`config.mk`:
```
export PLATFORM = sky130hd
export DESIGN_NAME = periph_radio_sysclk_ctrl
export DESIGN_NICKNAME = d
export VERILOG_FILES = /design/src/inc/clk_ctrl_pkg.sv /design/src/hw/periph_radio_sysclk_ctrl.sv
export SDC_FILE = /design/constraint.sdc
export NUM_CORES = 1
export LEC_CHECK = 0
export BUFFER_PORTS_ARGS = -buffer_cell sky130_fd_sc_hd__buf_2
export CORE_MARGIN = 2
export CORE_UTILIZATION = 53
export DETAILED_ROUTE_END_ITERATION = 16
export PLACE_DENSITY = 0.95
export RECOVER_POWER = 100
export SYNTH_ARGS = -nofsm -noshare
export SYNTH_HDL_FRONTEND = slang
export SYNTH_SLANG_ARGS = --single-unit
```
`constraint.sdc`:
```
create_clock -name ref_clk -period 2.39 [get_ports ref_clk]
set_clock_uncertainty 0.15 [all_clocks]
set_input_delay 0.717 -clock ref_clk [delete_from_list [all_inputs] [get_ports ref_clk]]
set_output_delay 0.717 -clock ref_clk [all_outputs]
set_load 0.05 [all_outputs]
```
`src/inc/clk_ctrl_pkg.sv`:
```
// Constants and types for the peripheral, radio and system clock control block
package clk_ctrl_pkg;

  // Register offsets
  localparam logic [31:0] PERIPH_CLK_OFFSET  = 32'h5000_0004;
  localparam logic [31:0] RADIO_CLK_OFFSET   = 32'h5000_0008;
  localparam logic [31:0] SYS_CLK_OFFSET     = 32'h5000_000a;

  // Reset values
  localparam logic [15:0] PERIPH_CLK_RESET   = 16'h0000;
  localparam logic [15:0] RADIO_CLK_RESET    = 16'h0040;
  localparam logic [15:0] SYS_CLK_RESET      = 16'h0000;

  // Writable bit masks, every other bit reads as zero except the system clock status bits 7 to 5
  localparam logic [15:0] PERIPH_CLK_MASK    = 16'h8bfb;
  localparam logic [15:0] RADIO_CLK_MASK     = 16'h00fb;
  localparam logic [15:0] SYS_CLK_MASK       = 16'h000f;

  // Peripheral clock register fields
  localparam int QUAD_GATE_BIT               = 15;
  localparam int SPI_GATE_BIT                = 11;
  localparam int SPI_DIV_LSB                 = 8;
  localparam int FIRST_UART_GATE_BIT         = 7;
  localparam int SECOND_UART_GATE_BIT        = 6;
  localparam int I2C_GATE_BIT                = 5;
  localparam int WAKE_CAPTURE_GATE_BIT       = 4;
  localparam int TIMERS_GATE_BIT             = 3;
  localparam int TIMER_ZERO_DIV_LSB          = 0;

  // Radio clock register fields
  localparam int LINK_CORE_GATE_BIT          = 7;
  localparam int LP_TIMER_RESET_BIT          = 6;
  localparam int LINK_CORE_DIV_LSB           = 4;
  localparam int RF_CTRL_GATE_BIT            = 3;
  localparam int RF_CTRL_DIV_LSB             = 0;

  // System clock register fields
  localparam int CRYSTAL_ACTIVE_BIT          = 7;
  localparam int FAST_RC_ACTIVE_BIT          = 6;
  localparam int SLOW_ACTIVE_BIT             = 5;
  localparam int SPIKE_BYPASS_BIT            = 3;
  localparam int CRYSTAL_OFF_BIT             = 2;
  localparam int SOURCE_SEL_LSB              = 0;

  // Divider counter width, enough for divide by 8
  localparam int DIV_CNT_WIDTH               = 3;

  // System clock source codes
  localparam logic [1:0] SRC_CRYSTAL         = 2'h0;
  localparam logic [1:0] SRC_FAST_RC         = 2'h1;
  localparam logic [1:0] SRC_SLOW            = 2'h2;

  // Source switch states, Gray coded
  typedef enum logic [1:0] {
    RUN_CRYSTAL  = 2'b00,
    RUN_FAST_RC  = 2'b01,
    RUN_SLOW     = 2'b11,
    WAIT_CRYSTAL = 2'b10
  } src_state_type;

endpackage

```
`src/hw/periph_radio_sysclk_ctrl.sv`:
```
// Peripheral, radio and system clock source control block
`timescale 1ns/100ps

module periph_radio_sysclk_ctrl
  import clk_ctrl_pkg::*;
#(
  parameter int ADDR_WIDTH = 32,
  parameter int DATA_WIDTH = 16
)
(
  // Clock and reset
  input  wire logic                  ref_clk,
  input  wire logic                  nrst,
  // Register port
  input  wire logic [ADDR_WIDTH-1:0] regAddr,
  input  wire logic [DATA_WIDTH-1:0] regWrData,
  input  wire logic                  regWrStrobe,
  input  wire logic                  regRdStrobe,
  output logic      [DATA_WIDTH-1:0] regRdData,
  // Oscillator status pins
  input  wire logic                  crystalSettledPin,
  input  wire logic                  crystalTrimDonePin,
  input  wire logic                  sleepActivePin,
  // Peripheral clock enables
  output logic                       quadClkEn,
  output logic                       firstUartClkEn,
  output logic                       secondUartClkEn,
  output logic                       i2cClkEn,
  output logic                       spiClkEn,
  output logic                       wakeCaptureClkEn,
  output logic                       timersClkEn,
  output logic                       timerZeroClkEn,
  // Radio clock enables and reset
  output logic                       linkCoreClkEn,
  output logic                       rfCtrlClkEn,
  output logic                       lpTimerReset,
  // Oscillator and system clock controls
  output logic                       crystalOscEn,
  output logic                       spikeFilterBypass,
  output logic      [1:0]            systemClockSource
);

  // Elaboration checks: the decoder compares exactly 32 address bits
  if (ADDR_WIDTH != 32)
  begin
    $error("periph_radio_sysclk_ctrl: address must be 32 bits");
  end
  // Registers are 16 bits wide
  if (DATA_WIDTH < 16)
  begin
    $error("periph_radio_sysclk_ctrl: data must be at least 16 bits");
  end
  // The divide-by-8 tick reads three counter bits
  if (DIV_CNT_WIDTH < 3)
  begin
    $error("periph_radio_sysclk_ctrl: divider counter needs at least 3 bits");
  end

  typedef struct packed {
    logic [15:0]              periphReg;
    logic [15:0]              radioReg;
    logic [15:0]              sysReg;
    src_state_type            srcState;
    logic [DIV_CNT_WIDTH-1:0] divCnt;
    logic                     settledMeta;
    logic                     settledSync;
    logic                     trimMeta;
    logic                     trimSync;
    logic                     sleepMeta;
    logic                     sleepSync;
    logic [DATA_WIDTH-1:0]    rdData;
    logic                     quadEn;
    logic                     firstUartEn;
    logic                     secondUartEn;
    logic                     i2cEn;
    logic                     spiEn;
    logic                     wakeCaptureEn;
    logic                     timersEn;
    logic                     timerZeroEn;
    logic                     linkCoreEn;
    logic                     rfCtrlEn;
    logic                     lpReset;
    logic                     crystalEn;
    logic                     spikeBypass;
    logic [1:0]               activeSrc;
  } ctrl_state_type;

  ctrl_state_type st_r;
  ctrl_state_type st_nxt;

  // Divide-by-2^sel tick: counter low bits all ones
  function automatic logic divTick(input logic [DIV_CNT_WIDTH-1:0] cnt, input logic [1:0] sel);
    logic res;
    res = 1'b1;
    case (sel)
      2'h0:    res = 1'b1;
      2'h1:    res = cnt[0];
      2'h2:    res = &cnt[1:0];
      2'h3:    res = &cnt[2:0];
      default: res = 1'b1;
    endcase
    return res;
  endfunction

  // Status flags derived from the source state
  function automatic logic [15:0] statusBits(input src_state_type s);
    logic [15:0] res;
    res = 16'h0000;
    res[CRYSTAL_ACTIVE_BIT] = (s == RUN_CRYSTAL);
    res[FAST_RC_ACTIVE_BIT] = (s == RUN_FAST_RC);
    res[SLOW_ACTIVE_BIT]    = (s == RUN_SLOW);
    return res;
  endfunction

  // One-hot register select from the byte address, shared by writes and reads
  function automatic logic [2:0] regSelect(input logic [31:0] addr);
    logic [2:0] res;
    res = 3'h0;
    if (addr == PERIPH_CLK_OFFSET)
    begin
      res[0] = 1'b1;
    end
    if (addr == RADIO_CLK_OFFSET)
    begin
      res[1] = 1'b1;
    end
    if (addr == SYS_CLK_OFFSET)
    begin
      res[2] = 1'b1;
    end
    return res;
  endfunction

  // Crystal usable once oscillating and settled or trimmed
  logic        crystalReady;
  logic [1:0]  srcSel;
  logic        crystalOff;
  logic        wrPeriph;
  logic        wrRadio;
  logic        wrSys;
  logic [15:0] wrWord;
  logic [2:0]  regSel;

  always_comb
  begin
    st_nxt       = st_r;
    wrWord       = regWrData[15:0];
    regSel       = regSelect(regAddr[31:0]);
    wrPeriph     = regWrStrobe && regSel[0];
    wrRadio      = regWrStrobe && regSel[1];
    wrSys        = regWrStrobe && regSel[2];
    crystalReady = 1'b0;
    srcSel       = 2'h0;
    crystalOff   = 1'b0;

    // Pin synchronisers
    st_nxt.settledMeta = crystalSettledPin;
    st_nxt.settledSync = st_r.settledMeta;
    st_nxt.trimMeta    = crystalTrimDonePin;
    st_nxt.trimSync    = st_r.trimMeta;
    st_nxt.sleepMeta   = sleepActivePin;
    st_nxt.sleepSync   = st_r.sleepMeta;

    // Register writes, unused bits masked off
    if (wrPeriph)
    begin
      st_nxt.periphReg = wrWord & PERIPH_CLK_MASK;
    end
    if (wrRadio)
    begin
      st_nxt.radioReg = wrWord & RADIO_CLK_MASK;
    end
    if (wrSys)
    begin
      st_nxt.sysReg = wrWord & SYS_CLK_MASK;
    end

    // Register reads, data one cycle later
    st_nxt.rdData = '0;
    if (regRdStrobe)
    begin
      case (regSel)
        3'h1:
        begin
          st_nxt.rdData[15:0] = st_r.periphReg;
        end
        3'h2:
        begin
          st_nxt.rdData[15:0] = st_r.radioReg;
        end
        3'h4:
        begin
          st_nxt.rdData[15:0] = st_r.sysReg | statusBits(st_r.srcState);
        end
        default:
        begin
          st_nxt.rdData = '0;
        end
      endcase
    end

    // Free-running divider counter
    st_nxt.divCnt = st_r.divCnt + DIV_CNT_WIDTH'(1);

    // Peripheral clock gates
    st_nxt.quadEn        = st_r.periphReg[QUAD_GATE_BIT];
    st_nxt.firstUartEn   = st_r.periphReg[FIRST_UART_GATE_BIT];
    st_nxt.secondUartEn  = st_r.periphReg[SECOND_UART_GATE_BIT];
    st_nxt.i2cEn         = st_r.periphReg[I2C_GATE_BIT];
    st_nxt.wakeCaptureEn = st_r.periphReg[WAKE_CAPTURE_GATE_BIT];
    st_nxt.timersEn      = st_r.periphReg[TIMERS_GATE_BIT];
    st_nxt.spiEn         = st_r.periphReg[SPI_GATE_BIT]
                           && divTick(st_r.divCnt, st_r.periphReg[SPI_DIV_LSB +: 2]);
    st_nxt.timerZeroEn   = st_r.periphReg[TIMERS_GATE_BIT]
                           && divTick(st_r.divCnt, st_r.periphReg[TIMER_ZERO_DIV_LSB +: 2]);

    // Radio clock gates and low-power timer reset
    st_nxt.linkCoreEn = st_r.radioReg[LINK_CORE_GATE_BIT]
                        && divTick(st_r.divCnt, st_r.radioReg[LINK_CORE_DIV_LSB +: 2]);
    st_nxt.rfCtrlEn   = st_r.radioReg[RF_CTRL_GATE_BIT]
                        && divTick(st_r.divCnt, st_r.radioReg[RF_CTRL_DIV_LSB +: 2]);
    st_nxt.lpReset    = st_r.radioReg[LP_TIMER_RESET_BIT];

    // Crystal oscillator control; the write itself stops it without waiting
    crystalOff = st_r.sysReg[CRYSTAL_OFF_BIT];
    if (wrSys)
    begin
      crystalOff = wrWord[CRYSTAL_OFF_BIT];
    end
    st_nxt.crystalEn   = !crystalOff && !st_r.sleepSync;
    st_nxt.spikeBypass = st_r.sysReg[SPIKE_BYPASS_BIT];

    // System clock source switching
    crystalReady = st_r.crystalEn && (st_r.settledSync || st_r.trimSync);
    srcSel       = st_r.sysReg[SOURCE_SEL_LSB +: 2];
    case (st_r.srcState)
      RUN_CRYSTAL:
      begin
        if (srcSel == SRC_FAST_RC)
        begin
          st_nxt.srcState = RUN_FAST_RC;
        end
        else if (srcSel[1])
        begin
          st_nxt.srcState = RUN_SLOW;
        end
      end
      RUN_FAST_RC:
      begin
        if (srcSel[1])
        begin
          st_nxt.srcState = RUN_SLOW;
        end
        else if (srcSel == SRC_CRYSTAL)
        begin
          st_nxt.srcState = crystalReady ? RUN_CRYSTAL : WAIT_CRYSTAL;
        end
      end
      RUN_SLOW:
      begin
        if (srcSel == SRC_FAST_RC)
        begin
          st_nxt.srcState = RUN_FAST_RC;
        end
        else if (srcSel == SRC_CRYSTAL)
        begin
          st_nxt.srcState = crystalReady ? RUN_CRYSTAL : WAIT_CRYSTAL;
        end
      end
      WAIT_CRYSTAL:
      begin
        if (srcSel == SRC_FAST_RC)
        begin
          st_nxt.srcState = RUN_FAST_RC;
        end
        else if (srcSel[1])
        begin
          st_nxt.srcState = RUN_SLOW;
        end
        else if (crystalReady)
        begin
          st_nxt.srcState = RUN_CRYSTAL;
        end
      end
      default:
      begin
        st_nxt.srcState = RUN_CRYSTAL;
      end
    endcase

    case (st_nxt.srcState)
      RUN_FAST_RC:  st_nxt.activeSrc = SRC_FAST_RC;
      RUN_SLOW:     st_nxt.activeSrc = SRC_SLOW;
      WAIT_CRYSTAL: st_nxt.activeSrc = st_r.activeSrc;
      default:      st_nxt.activeSrc = SRC_CRYSTAL;
    endcase
  end

  always_ff @(posedge ref_clk or negedge nrst)
  begin
    if (!nrst)
    begin
      st_r.periphReg     <= PERIPH_CLK_RESET;
      st_r.radioReg      <= RADIO_CLK_RESET;
      st_r.sysReg        <= SYS_CLK_RESET;
      st_r.srcState      <= RUN_CRYSTAL;
      st_r.divCnt        <= '0;
      st_r.settledMeta   <= 1'b0;
      st_r.settledSync   <= 1'b0;
      st_r.trimMeta      <= 1'b0;
      st_r.trimSync      <= 1'b0;
      st_r.sleepMeta     <= 1'b0;
      st_r.sleepSync     <= 1'b0;
      st_r.rdData        <= '0;
      st_r.quadEn        <= 1'b0;
      st_r.firstUartEn   <= 1'b0;
      st_r.secondUartEn  <= 1'b0;
      st_r.i2cEn         <= 1'b0;
      st_r.spiEn         <= 1'b0;
      st_r.wakeCaptureEn <= 1'b0;
      st_r.timersEn      <= 1'b0;
      st_r.timerZeroEn   <= 1'b0;
      st_r.linkCoreEn    <= 1'b0;
      st_r.rfCtrlEn      <= 1'b0;
      st_r.lpReset       <= RADIO_CLK_RESET[LP_TIMER_RESET_BIT];
      st_r.crystalEn     <= 1'b1;
      st_r.spikeBypass   <= 1'b0;
      st_r.activeSrc     <= SRC_CRYSTAL;
    end
    else
    begin
      st_r <= st_nxt;
    end
  end

  // Outputs straight from the state flops
  assign regRdData         = st_r.rdData;
  assign quadClkEn         = st_r.quadEn;
  assign firstUartClkEn    = st_r.firstUartEn;
  assign secondUartClkEn   = st_r.secondUartEn;
  assign i2cClkEn          = st_r.i2cEn;
  assign spiClkEn          = st_r.spiEn;
  assign wakeCaptureClkEn  = st_r.wakeCaptureEn;
  assign timersClkEn       = st_r.timersEn;
  assign timerZeroClkEn    = st_r.timerZeroEn;
  assign linkCoreClkEn     = st_r.linkCoreEn;
  assign rfCtrlClkEn       = st_r.rfCtrlEn;
  assign lpTimerReset      = st_r.lpReset;
  assign crystalOscEn      = st_r.crystalEn;
  assign spikeFilterBypass = st_r.spikeBypass;
  assign systemClockSource = st_r.activeSrc;

endmodule

```
## After elaboration in Yosys (flattened, before gate mapping)

Cells that the tools add are included.

| word-level totals | value |
|---|---|
| register bits after elaboration | 64 |
| input bits | 55 |
| output and inout port bits | 31 |
| logic and storage cells | 94 |

| operators by class | value |
|---|---|
| $add $sub $neg | 1 |
| equality and inequality tests | 25 |
| multiplexer cells | 21 |
| bitwise operators | 1 |
| reduce and logical (&&, ||, !) cells | 20 |

Operator list:

| cell | number |
|---|---|
| 32-bit by 31-bit equality test with 1-bit output (second input constant) | 3 |
| 16-bit case mux with 3 select lines | 1 |
| 2-bit equality test (second input constant) | 12 |
| 2-bit 2-to-1 mux | 9 |
| 16-bit 2-to-1 mux | 1 |
| 1-bit case mux with 4 select lines | 4 |
| 2-bit by 1-bit equality test with 1-bit output (second input constant) | 7 |
| 2-bit zero test | 6 |
| 1-bit logical AND | 9 |
| 4-bit by 8-bit OR with 8-bit output | 1 |
| 2-bit case mux with 4 select lines | 1 |
| 2-bit case mux with 3 select lines | 1 |
| 1-bit 2-to-1 mux | 4 |
| 3-bit by 1-bit adder with 3-bit output (second input constant) | 1 |
| 3-bit by 1-bit equality test with 1-bit output (second input constant) | 1 |
| 3-bit by 2-bit equality test with 1-bit output (second input constant) | 1 |
| 3-bit equality test (second input constant) | 1 |
| 3-bit AND reduction | 1 |
| 1-bit zero test | 2 |
| 2-bit AND reduction | 1 |
| 1-bit logical OR | 1 |

## Longest topological paths before layout

Gate-level depths: netlist (run 1).

| logic depth | value |
|---|---|
| word-level depth | 8 |
| depth in mapped cells | 5 |
| gate-level depth less buffers | 4 |

## Worst setup path after synthesis (run 1)

Ideal clock, no wire load.

| timing path | value |
|---|---|
| kind | input -> register |
| from | input port regAddr[20] |
| to | register st_r, in the netlist st_nxt[11] |
| library setup time | 0.125 ns |
| data arrival time | 2.119 ns |
| required time | 2.115 ns |
| slack | -0.004 ns |
| stages | 5 |
| path buffers | 1 |
| cells stage by stage | nor4_1 nand4_2 nor4_2 buf_4 mux2_2 |

| between the ends | value |
|---|---|
| longest elaborated chain between the ends | 3 |

RTL lines:

| element | line | RTL |
|---|---|---|
| from (decl) | periph_radio_sysclk_ctrl.sv:15 | `input wire logic [ADDR_WIDTH-1:0] regAddr,` |
| 32-bit by 31-bit equality test with 1-bit output | periph_radio_sysclk_ctrl.sv:119 | `if (addr == PERIPH_CLK_OFFSET)` |
| 1-bit 2-to-1 mux | periph_radio_sysclk_ctrl.sv:119 |  |
| 1-bit logical AND | periph_radio_sysclk_ctrl.sv:149 | `wrPeriph = regWrStrobe && regSel[0];` |
| to (decl) | periph_radio_sysclk_ctrl.sv:88 | `ctrl_state_type st_r;` |

No other way between the ends.
A chain may end at the register's enable or synchronous reset.

## Worst setup path in the final report (run 1)

| timing path | value |
|---|---|
| from | input port regAddr[24] |
| to | register st_r[59] (netlist bit) |

| between the ends | value |
|---|---|
| longest elaborated chain between the ends | 3 |

RTL lines:

| element | line | RTL |
|---|---|---|
| 32-bit by 31-bit equality test with 1-bit output | periph_radio_sysclk_ctrl.sv:123 | `if (addr == RADIO_CLK_OFFSET)` |
| 1-bit 2-to-1 mux | periph_radio_sysclk_ctrl.sv:123 |  |
| 1-bit logical AND | periph_radio_sysclk_ctrl.sv:150 | `wrRadio = regWrStrobe && regSel[1];` |

No other way between the ends.

==> impl_metrics.yaml, run 1 <==
status:
  status: "finished, final reports clean"
synth:
  ys_types: 32
  synthCells: 193
  yosys.area_share.simple_pct: 12.7
  synthMuxAreaShare_pct: 13.7
  synth_seq_cells: 60
  ys_seq_area_share_pct: 60.8
  synth_top_family_by_area: "multiplexers"
  synth_area_sq_um: 2480
  ys_warn_count: 0
  synth-adder-area-share_pct: 1.01
  synth-compound-area-share_pct: 4.75
  synthXorXnorAreaFrac_pct: 0
  synth_area_per_cell_sq_um: 12.8
global_routing:
  grt_util_met3_pct: 7.22
  gr-usage-met1_pct: 24.2
  antenna_found_initial: 0
  grt_max_degree: 61
  grt_pass1_wl_mm: 8.29
  track_usage_pct: 21.8
  top_usage_layer: "met2"
  grt_pass1_vias: 1819
  use_met2_pct: 38.6
  grt_overflow_total: 0
pwr:
  powerDensity_nw_per_um2: 662
  ir_drop_v: 0.000385
  leakagePower_nw: 1.51
hold_path:
  hold_class: "reg2reg"
timing:
  period_needed_ps: 2230
  drv_slew: 0
  tightestPinTransition_ps: 1400
  post-route-period-util_pct: 93.2
  fmax_ghz: 0.449
  slew_headroom_pct: 6.98
  finalSetupViolCount: 0
  rsz0062_at_grt: "false"
  finalHoldViolations: 0
  fin_tns_setup_ps: 0
clock_tree:
  post-cts-setup-buffers: 0
  clk_pin_slew_worst_paths_ps: 60
  postCtsHoldBufs: 0
  cts.path.max_buffers: 2
  htree_levels: 3
  post_cts_resized: 0
  insertion_delay_ps: 340
  numClockSinks: 60
  cts_buffers: 9
  cts_tree: "built"
  cts-root-buf: "clkbuf_8"
die:
  start_util_pct: 56.1
  die_w_um: 72.4
  die_area_sq_um: 5230
  ios: 86
  rows: 24
  coreArea_sq_um: 4410
  die_height_um: 72.4
drt:
  drc: 0
  via_per_inst: 5.25
  num_vias: 1737
  drt_pass1_iterations: 4
  ant_nets: 0
  postRouteWirelength_mm: 5.20
  routedWlPerCell_um: 15.7
  drt_iter0_drc: 126
flow_run:
  drv_cap: 0
finish:
  synthToLayoutAreaGrowth_pct: 22.6
  nNetsFinal: 331
  fillers: 314
  fin_area_sq_um: 3040
  fin_util_pct: 68.8
  n_antenna_cell: 0
  drive_gt1_share_pct: 39.1
  fin_cells: 331
critical_path:
  start_kind: "input pin"
  crit_path_end_kind: "flop"
  cp.arrival_ps: 2300
  worstPathMaxFanout: 4
  required_ps: 2460
  path_class: "in2reg"
placed_design:
  gp_congestion: 0.884
  hpwl_mm: 3.84
  portBuffers: 77
  place_area_sq_um: 2910
  dp_cells: 315
[state kept, by name (all words and copies together), names as in the netlist, 2 cells and up]
register           cells
regRdData             12
srcSel                 2
st_nxt                11
st_r                  20
systemClockSource      2
[path summary, 6_finish.rpt]
path | from | endpoint | slack, ps | cells after the start
max | regAddr[24] | st_r[59] | 160 | 6
min | st_nxt[33] | st_r[33] | 200 | 0
max reg2reg | st_r[37] | linkCoreClkEn | 800 | 4
min reg2reg | st_nxt[33] | st_r[33] | 200 | 0
max in group asynchronous | nrst | st_r[31] | 610 | 2
min in group asynchronous | nrst | st_r[75] | 630 | 2
[cell families (layout without fill, tap and decap cells)]
group	Yosys count	in the layout
adders and majority gates	2	2
DFF	60	60
muxes	31	31
AOI/OAI and AO/OA	21	21
and+or+nand+nor	52	52
other	1	4
buffers and inverters	26	109
[cells in the mapped netlist (all sizes together)]
master | count | area (sq um)
nand4 | 2 | 18.8
a21oi | 12 | 60.1
o31ai | 1 | 7.51
buf | 20 | 146
a22oi | 2 | 15.0
nor3 | 1 | 5.00
or2 | 1 | 6.26
and3b | 1 | 8.76
nor2b | 1 | 6.26
nor3b | 1 | 7.51
nand3 | 3 | 15.0
mux2 | 24 | 270
nand2 | 4 | 15.0
inv | 4 | 15.0
conb | 1 | 3.75
ha | 2 | 25.0
o21ai | 4 | 20.0
nor4 | 9 | 92.6
dfstp | 3 | 78.8
dfrtp | 57 | 1430
nand2b | 6 | 37.5
or3 | 1 | 6.26
nor2 | 17 | 63.8
nand3b | 1 | 7.51
and3 | 4 | 25.0
o21a | 2 | 15.0
clkbuf | 2 | 7.51
mux2i | 7 | 70.1
[through the flow]
step	hold WS, ps	setup slack (ps)	total power (W)
2_1_floorplan	181	4.22	0.00109
3_3_place_gp	182	-183	0.00115
3_5_place_dp	188	-229	0.00116
4_1_cts	204	131	0.00204
5_1_grt	224	34.4	0.00209
6_report	202	162	0.00201
[critical path, stage by stage]
cell      delay, ps
buf_2           100
nor4_2          310
nand4_2         260
nor4_4          340
clkbuf_2        220
mux2_2          340
[metal layers]
| layer | wire (um) | vias to the layer above |
|---|---|---|
| li1 | - | 810 |
| met1 | 2010 | 839 |
| met2 | 2710 | 79 |
| met3 | 389 | 9 |
| met4 | 87 | 0 |
| met5 | 0 | - |
[layout make-up]
class                           instances  area [sq um]  area share (%)
Multi-Input combinational cell        110           832            27.4
Clock buffer                           10           128            4.20
Sequential cell                        60          1510            49.6
Clock inverter                          6          65.1            2.14
Inverter                                4          15.0           0.494
Tap cell                               52          65.1            2.14
Timing Repair Buffer                   89           427            14.1
[cells in the final DEF (no fill, tap or decap), types with 2 or more instances in the layout]
| master | count |
|---|---|
| buf_2 | 50 |
| nor2_1 | 17 |
| dfstp_2 | 2 |
| clkinv_2 | 2 |
| ha_1 | 2 |
| nor4_2 | 4 |
| dfrtp_1 | 57 |
| buf_4 | 6 |
| nand2b_1 | 6 |
| nor4_1 | 3 |
| inv_1 | 4 |
| clkbuf_2 | 3 |
| clkbuf_8 | 9 |
| nand2_1 | 4 |
| clkbuf_1 | 30 |
| nand3_1 | 3 |
| o21ai_0 | 4 |
| and3_1 | 4 |
| nor4_4 | 2 |
| clkinv_4 | 2 |
| mux2_2 | 24 |
| a21oi_1 | 12 |
| a22oi_1 | 2 |
| o21a_1 | 2 |
| conb_1 | 4 |
| mux2i_1 | 7 |
[report_power, final]
part | internal [W] | total [W] | switching (W) | leakage, nW
registers | 0.00102 | 0.00102 | 0.00000180 | 0.810
clock network | 0.000481 | 0.000876 | 0.000396 | 0.0962
logic | 0.0000417 | 0.000110 | 0.0000688 | 0.599
Power figures use the tool's default switching activity.
==> run 2, diff against run 1 <==
--- a/config.mk
+++ b/config.mk
@@ -9,7 +9,7 @@
 export CORE_MARGIN = 2
 export CORE_UTILIZATION = 53
 export DETAILED_ROUTE_END_ITERATION = 16
-export PLACE_DENSITY = 0.95
+export PLACE_DENSITY = 0.91
 export RECOVER_POWER = 100
 export SYNTH_ARGS = -nofsm -noshare
 export SYNTH_HDL_FRONTEND = slang
==> impl_metrics.yaml, run 2 (synthesized netlist as in run 1, its figures left out) <==
finish:
  drive_gt1_share_pct: 39.3
  fin_cells: 332
  fin_util_pct: 69.8
  nNetsFinal: 332
  n_antenna_cell: 0
  layout_common_cells: "dfrtp_1, buf_2, clkbuf_1"
  final_common_cell: "dfrtp_1"
  fin_area_sq_um: 3080
  regMostFlops: "st_r"
  synthToLayoutAreaGrowth_pct: 24.4
  largest_reg_flops: 20
flow_run:
  drv_cap: 0
die:
  rows: 24
  die_height_um: 72.4
  ios: 86
  coreArea_sq_um: 4410
  die_w_um: 72.4
  start_util_pct: 56.1
  die_area_sq_um: 5230
timing:
  finalHoldViolations: 0
  slew_headroom_pct: 7.67
  fmax_ghz: 0.447
  finalSetupViolCount: 0
  rsz0062_at_grt: "false"
  tightestPinTransition_ps: 1380
  drv_slew: 0
  period_needed_ps: 2240
  post-route-period-util_pct: 93.7
critical_path:
  start_kind: "input pin"
  cp.arrival_ps: 2310
  required_ps: 2460
  startpoint: "regAddr[24]"
  regToRegStartpoint: "st_r[37]"
  worstPathMaxFanout: 6
  crit_path_end_kind: "flop"
  path_class: "in2reg"
placed_design:
  dp_cells: 316
  gp_congestion: 0.829
  hpwl_mm: 3.64
  portBuffers: 77
  place_area_sq_um: 2910
pwr:
  ir_drop_v: 0.000312
  leakagePower_nw: 1.52
  powerDensity_nw_per_um2: 725
global_routing:
  grt_pass1_vias: 1707
  antenna_found_initial: 0
  track_usage_pct: 21.5
  grt_pass1_wl_mm: 8.18
  grt_overflow_total: 0
  grt_max_degree: 61
clock_tree:
  post-cts-setup-buffers: 0
  post_cts_resized: 0
  cts_tree: "built"
  insertion_delay_ps: 340
  cts-root-buf: "clkbuf_8"
  htree_levels: 3
  cts_buffers: 9
  clk_pin_slew_worst_paths_ps: 70
  cts.path.max_buffers: 2
  numClockSinks: 60
  postCtsHoldBufs: 0
drt:
  drt_pass1_iterations: 4
  drc: 0
  drt_iter0_drc: 104
  num_vias: 1759
  ant_nets: 0
  routedWlPerCell_um: 16.0
  postRouteWirelength_mm: 5.30
  via_per_inst: 5.30
hold_path:
  min-delay-start: "st_nxt[35]"
  hold_class: "reg2reg"
status:
  status: "finished, final reports clean"
-- run 2: changes by cell type in the layout (fill, tap and decap cells not counted), sizes merged --
cell / before / now
clkinv: 4 / 1
bufinv: 1 / 3
clkbuf: 43 / 44
inv: 4 / 5
-- run 2: power by group --
| group | leakage, nW | switching [W] | internal [W] |
|---|---|---|---|
| sequential | 0.810 | 0.00000190 | 0.00102 |
| clock | 0.117 | 0.000404 | 0.000694 |
| combinational | 0.597 | 0.0000677 | 0.0000421 |
-- run 2: path summary, 6_finish.rpt --
path                            endpoint  slack, ps  cells past startpoint
max                           st_nxt[11]        150                      6
min                             st_r[35]        200                      0
max reg2reg                linkCoreClkEn        810                      4
min reg2reg                     st_r[35]        200                      0
max in group asynchronous    rfCtrlClkEn        630                      2
min in group asynchronous       st_r[37]        630                      2
-- run 2: layer usage --
layer / GRT usage, % / vias to the layer above / part of all wire (%)
met1: 24.8 / 852 / 40
met5: 0 / - / 0
li1: - / 813 / -
met2: 36.7 / 86 / 50
met3: 7.36 / 8 / 8.3
met4: 8.81 / 0 / 1.4
-- run 2: area by class of cell --
| cell class | instances | area, sq um |
|---|---|---|
| well taps | 52 | 65.1 |
| repair buffers | 90 | 432 |
| fillers | 329 | 1340 |
| inverters | 4 | 15.0 |
| clock inverters | 6 | 111 |
| clock buffers | 10 | 128 |
| multi-input cells | 110 | 823 |
| flip-flops and latches | 60 | 1510 |
-- run 2: critical path, cell delays in order --
cell     delay [ps]
buf_2           100
nor4_2          310
nand4_2         230
nor4_2          370
buf_4           230
mux2_2          350
-- run 2: metrics by stage --
step	power [W]	hold WS, ps	TNS [ps]	worst slack [ps]
after global routing	0.00231	212	0	15.0
after detailed placement	0.00116	188	-3840	-180
after floorplan	0.00109	181	0	4.22
final	0.00223	201	0	151
after global placement	0.00115	181	-3400	-164
after CTS	0.00226	204	0	123
==> run 3, diff against run 2 <==
--- a/config.mk
+++ b/config.mk
@@ -7,9 +7,9 @@
 export LEC_CHECK = 0
 export BUFFER_PORTS_ARGS = -buffer_cell sky130_fd_sc_hd__buf_2
 export CORE_MARGIN = 2
-export CORE_UTILIZATION = 53
+export CORE_UTILIZATION = 49
 export DETAILED_ROUTE_END_ITERATION = 16
-export PLACE_DENSITY = 0.91
+export PLACE_DENSITY = 0.85
 export RECOVER_POWER = 100
 export SYNTH_ARGS = -nofsm -noshare
 export SYNTH_HDL_FRONTEND = slang
==> constraint.sdc (replaced) <==
create_clock -name ref_clk -period 2.35 [get_ports ref_clk]
set_clock_uncertainty 0.15 [all_clocks]
set_input_delay 0.3525 -clock ref_clk [delete_from_list [all_inputs] [get_ports ref_clk]]
set_output_delay 0.3525 -clock ref_clk [all_outputs]
set_load 0.05 [all_outputs]
==> impl_metrics.yaml, run 3 (synthesized netlist as in run 1, its figures left out) <==
status:
  status: "finished, final reports clean"
critical_path:
  ff2ff_path_depth: 4
  start_kind: "input pin"
  regToRegStartpoint: "st_r[37]"
  cp.arrival_ps: 2060
  required_ps: 2410
  crit_path_end: "srcSel[1]"
  path_class: "in2reg"
  crit_path_end_kind: "flop"
  startpoint: "regAddr[20]"
  rr_endpoint: "timerZeroClkEn"
  r2r_setup_slack_ps: 850
  worstPathMaxFanout: 5
pwr:
  ir_drop_v: 0.000443
  leakagePower_nw: 1.50
  powerDensity_nw_per_um2: 685
hold_path:
  hold_class: "in2reg"
placed_design:
  dp_cells: 325
  portBuffers: 77
  hpwl_mm: 3.61
  place_area_sq_um: 2870
  gp_congestion: 0.822
global_routing:
  track_usage_pct: 19.0
  grt_overflow_total: 0
  antenna_found_initial: 0
  grt_max_degree: 61
  grt_pass1_vias: 1694
  grt_pass1_wl_mm: 7.67
timing:
  rsz0062_at_grt: "false"
  slew_headroom_pct: 59.1
  drv_slew: 0
  finalHoldViolations: 0
  tightestPinTransition_ps: 616
  fin_tns_setup_ps: 0
  finalSetupViolCount: 0
  post-route-period-util_pct: 84.8
  fmax_ghz: 0.502
  period_needed_ps: 1990
die:
  die_area_sq_um: 5640
  coreArea_sq_um: 4790
  die_height_um: 75.1
  ios: 86
  rows: 25
  start_util_pct: 51.7
  die_w_um: 75.1
finish:
  nNetsFinal: 330
  drive_gt1_share_pct: 36.3
  layout_common_cells: "dfrtp_1, buf_2, clkbuf_1"
  fin_cells: 345
  synthToLayoutAreaGrowth_pct: 23.5
  largest_reg_flops: 20
  final_common_cell: "dfrtp_1"
  regMostFlops: "st_r"
  n_antenna_cell: 0
  fin_area_sq_um: 3060
clock_tree:
  cts-root-buf: "clkbuf_8"
  cts_tree: "built"
  insertion_delay_ps: 330
  htree_levels: 3
  numClockSinks: 60
  cts.path.max_buffers: 2
  cts_buffers: 9
  post_cts_resized: 0
  clk_pin_slew_worst_paths_ps: 70
drt:
  ant_nets: 0
  via_per_inst: 4.96
  drt_iter0_drc: 136
  drc: 0
  num_vias: 1711
  postRouteWirelength_mm: 4.86
  routedWlPerCell_um: 14.1
  drt_pass1_iterations: 4
flow_run:
  drv_cap: 0
run 3: cell types whose count changed in the layout (fill, tap and decap cells not counted), moves of 2 or more:
cell           before  now
clkbuf_8            9   11
nor4_2              5    1
nor4_1              3    7
bufinv_16           3    1
dlygate4sd3_1       0    4
clkbuf_1           30   28
clkbuf_2            4    1
run 3: routing by layer:
metal	track usage (%)	wire length, um
met4	6.55	32
met3	5.76	385
met5	0	0
met1	22.3	2050
met2	33.0	2400
run 3: through the flow:
| stage | worst slack [ps] | total power (W) | utilization, % | hold WS [ps] |
|---|---|---|---|---|
| 2_1_floorplan | 321 | 0.00110 | - | -93.1 |
| 3_3_place_gp | 61.4 | 0.00117 | 59.9 | 182 |
| 3_5_place_dp | 55.6 | 0.00117 | 59.9 | 185 |
| 4_1_cts | 410 | 0.00212 | 65.2 | 92.5 |
| 5_1_grt | 185 | 0.00218 | 63.9 | 96.8 |
| 6_report | 357 | 0.00210 | 63.9 | 99.5 |
run 3: power by group:
part / internal [W] / total, W / switching (W)
clock: 0.000548 / 0.000941 / 0.000392
combinational: 0.0000465 / 0.000112 / 0.0000660
sequential: 0.00104 / 0.00104 / 0.00000220
run 3: critical path, stage by stage:
cell,delay (ps)
buf_2,100
nor4_1,280
nand4_1,340
nor4_1,420
buf_4,220
mux2_2,340
run 3: worst min path at each step:
stage	start	end	slack, ps	cells after the start
CTS	regWrData[8]	st_r[82]	90	2
global route	regWrData[8]	st_r[82]	100	2
global placement	st_nxt[35]	st_r[35]	180	0
floorplan	nrst	firstUartClkEn	-90	0
detailed placement	st_nxt[33]	st_r[33]	180	0
finish	regWrData[8]	st_r[82]	100	2
run 3: cell type report:
cell class	count	area, sq um
clock inverter	5	58.8
clock buffer	11	151
tap	67	83.8
fill	401	1730
multi-input combinational	110	792
sequential	60	1510
inverter	4	15.0
timing repair buffer	88	453
run 3: what timing repair did:
action,4_1_cts,5_1_grt
buffers inserted,0,0
endpoints found under the hold margin,60,0
hold buffers,4,0
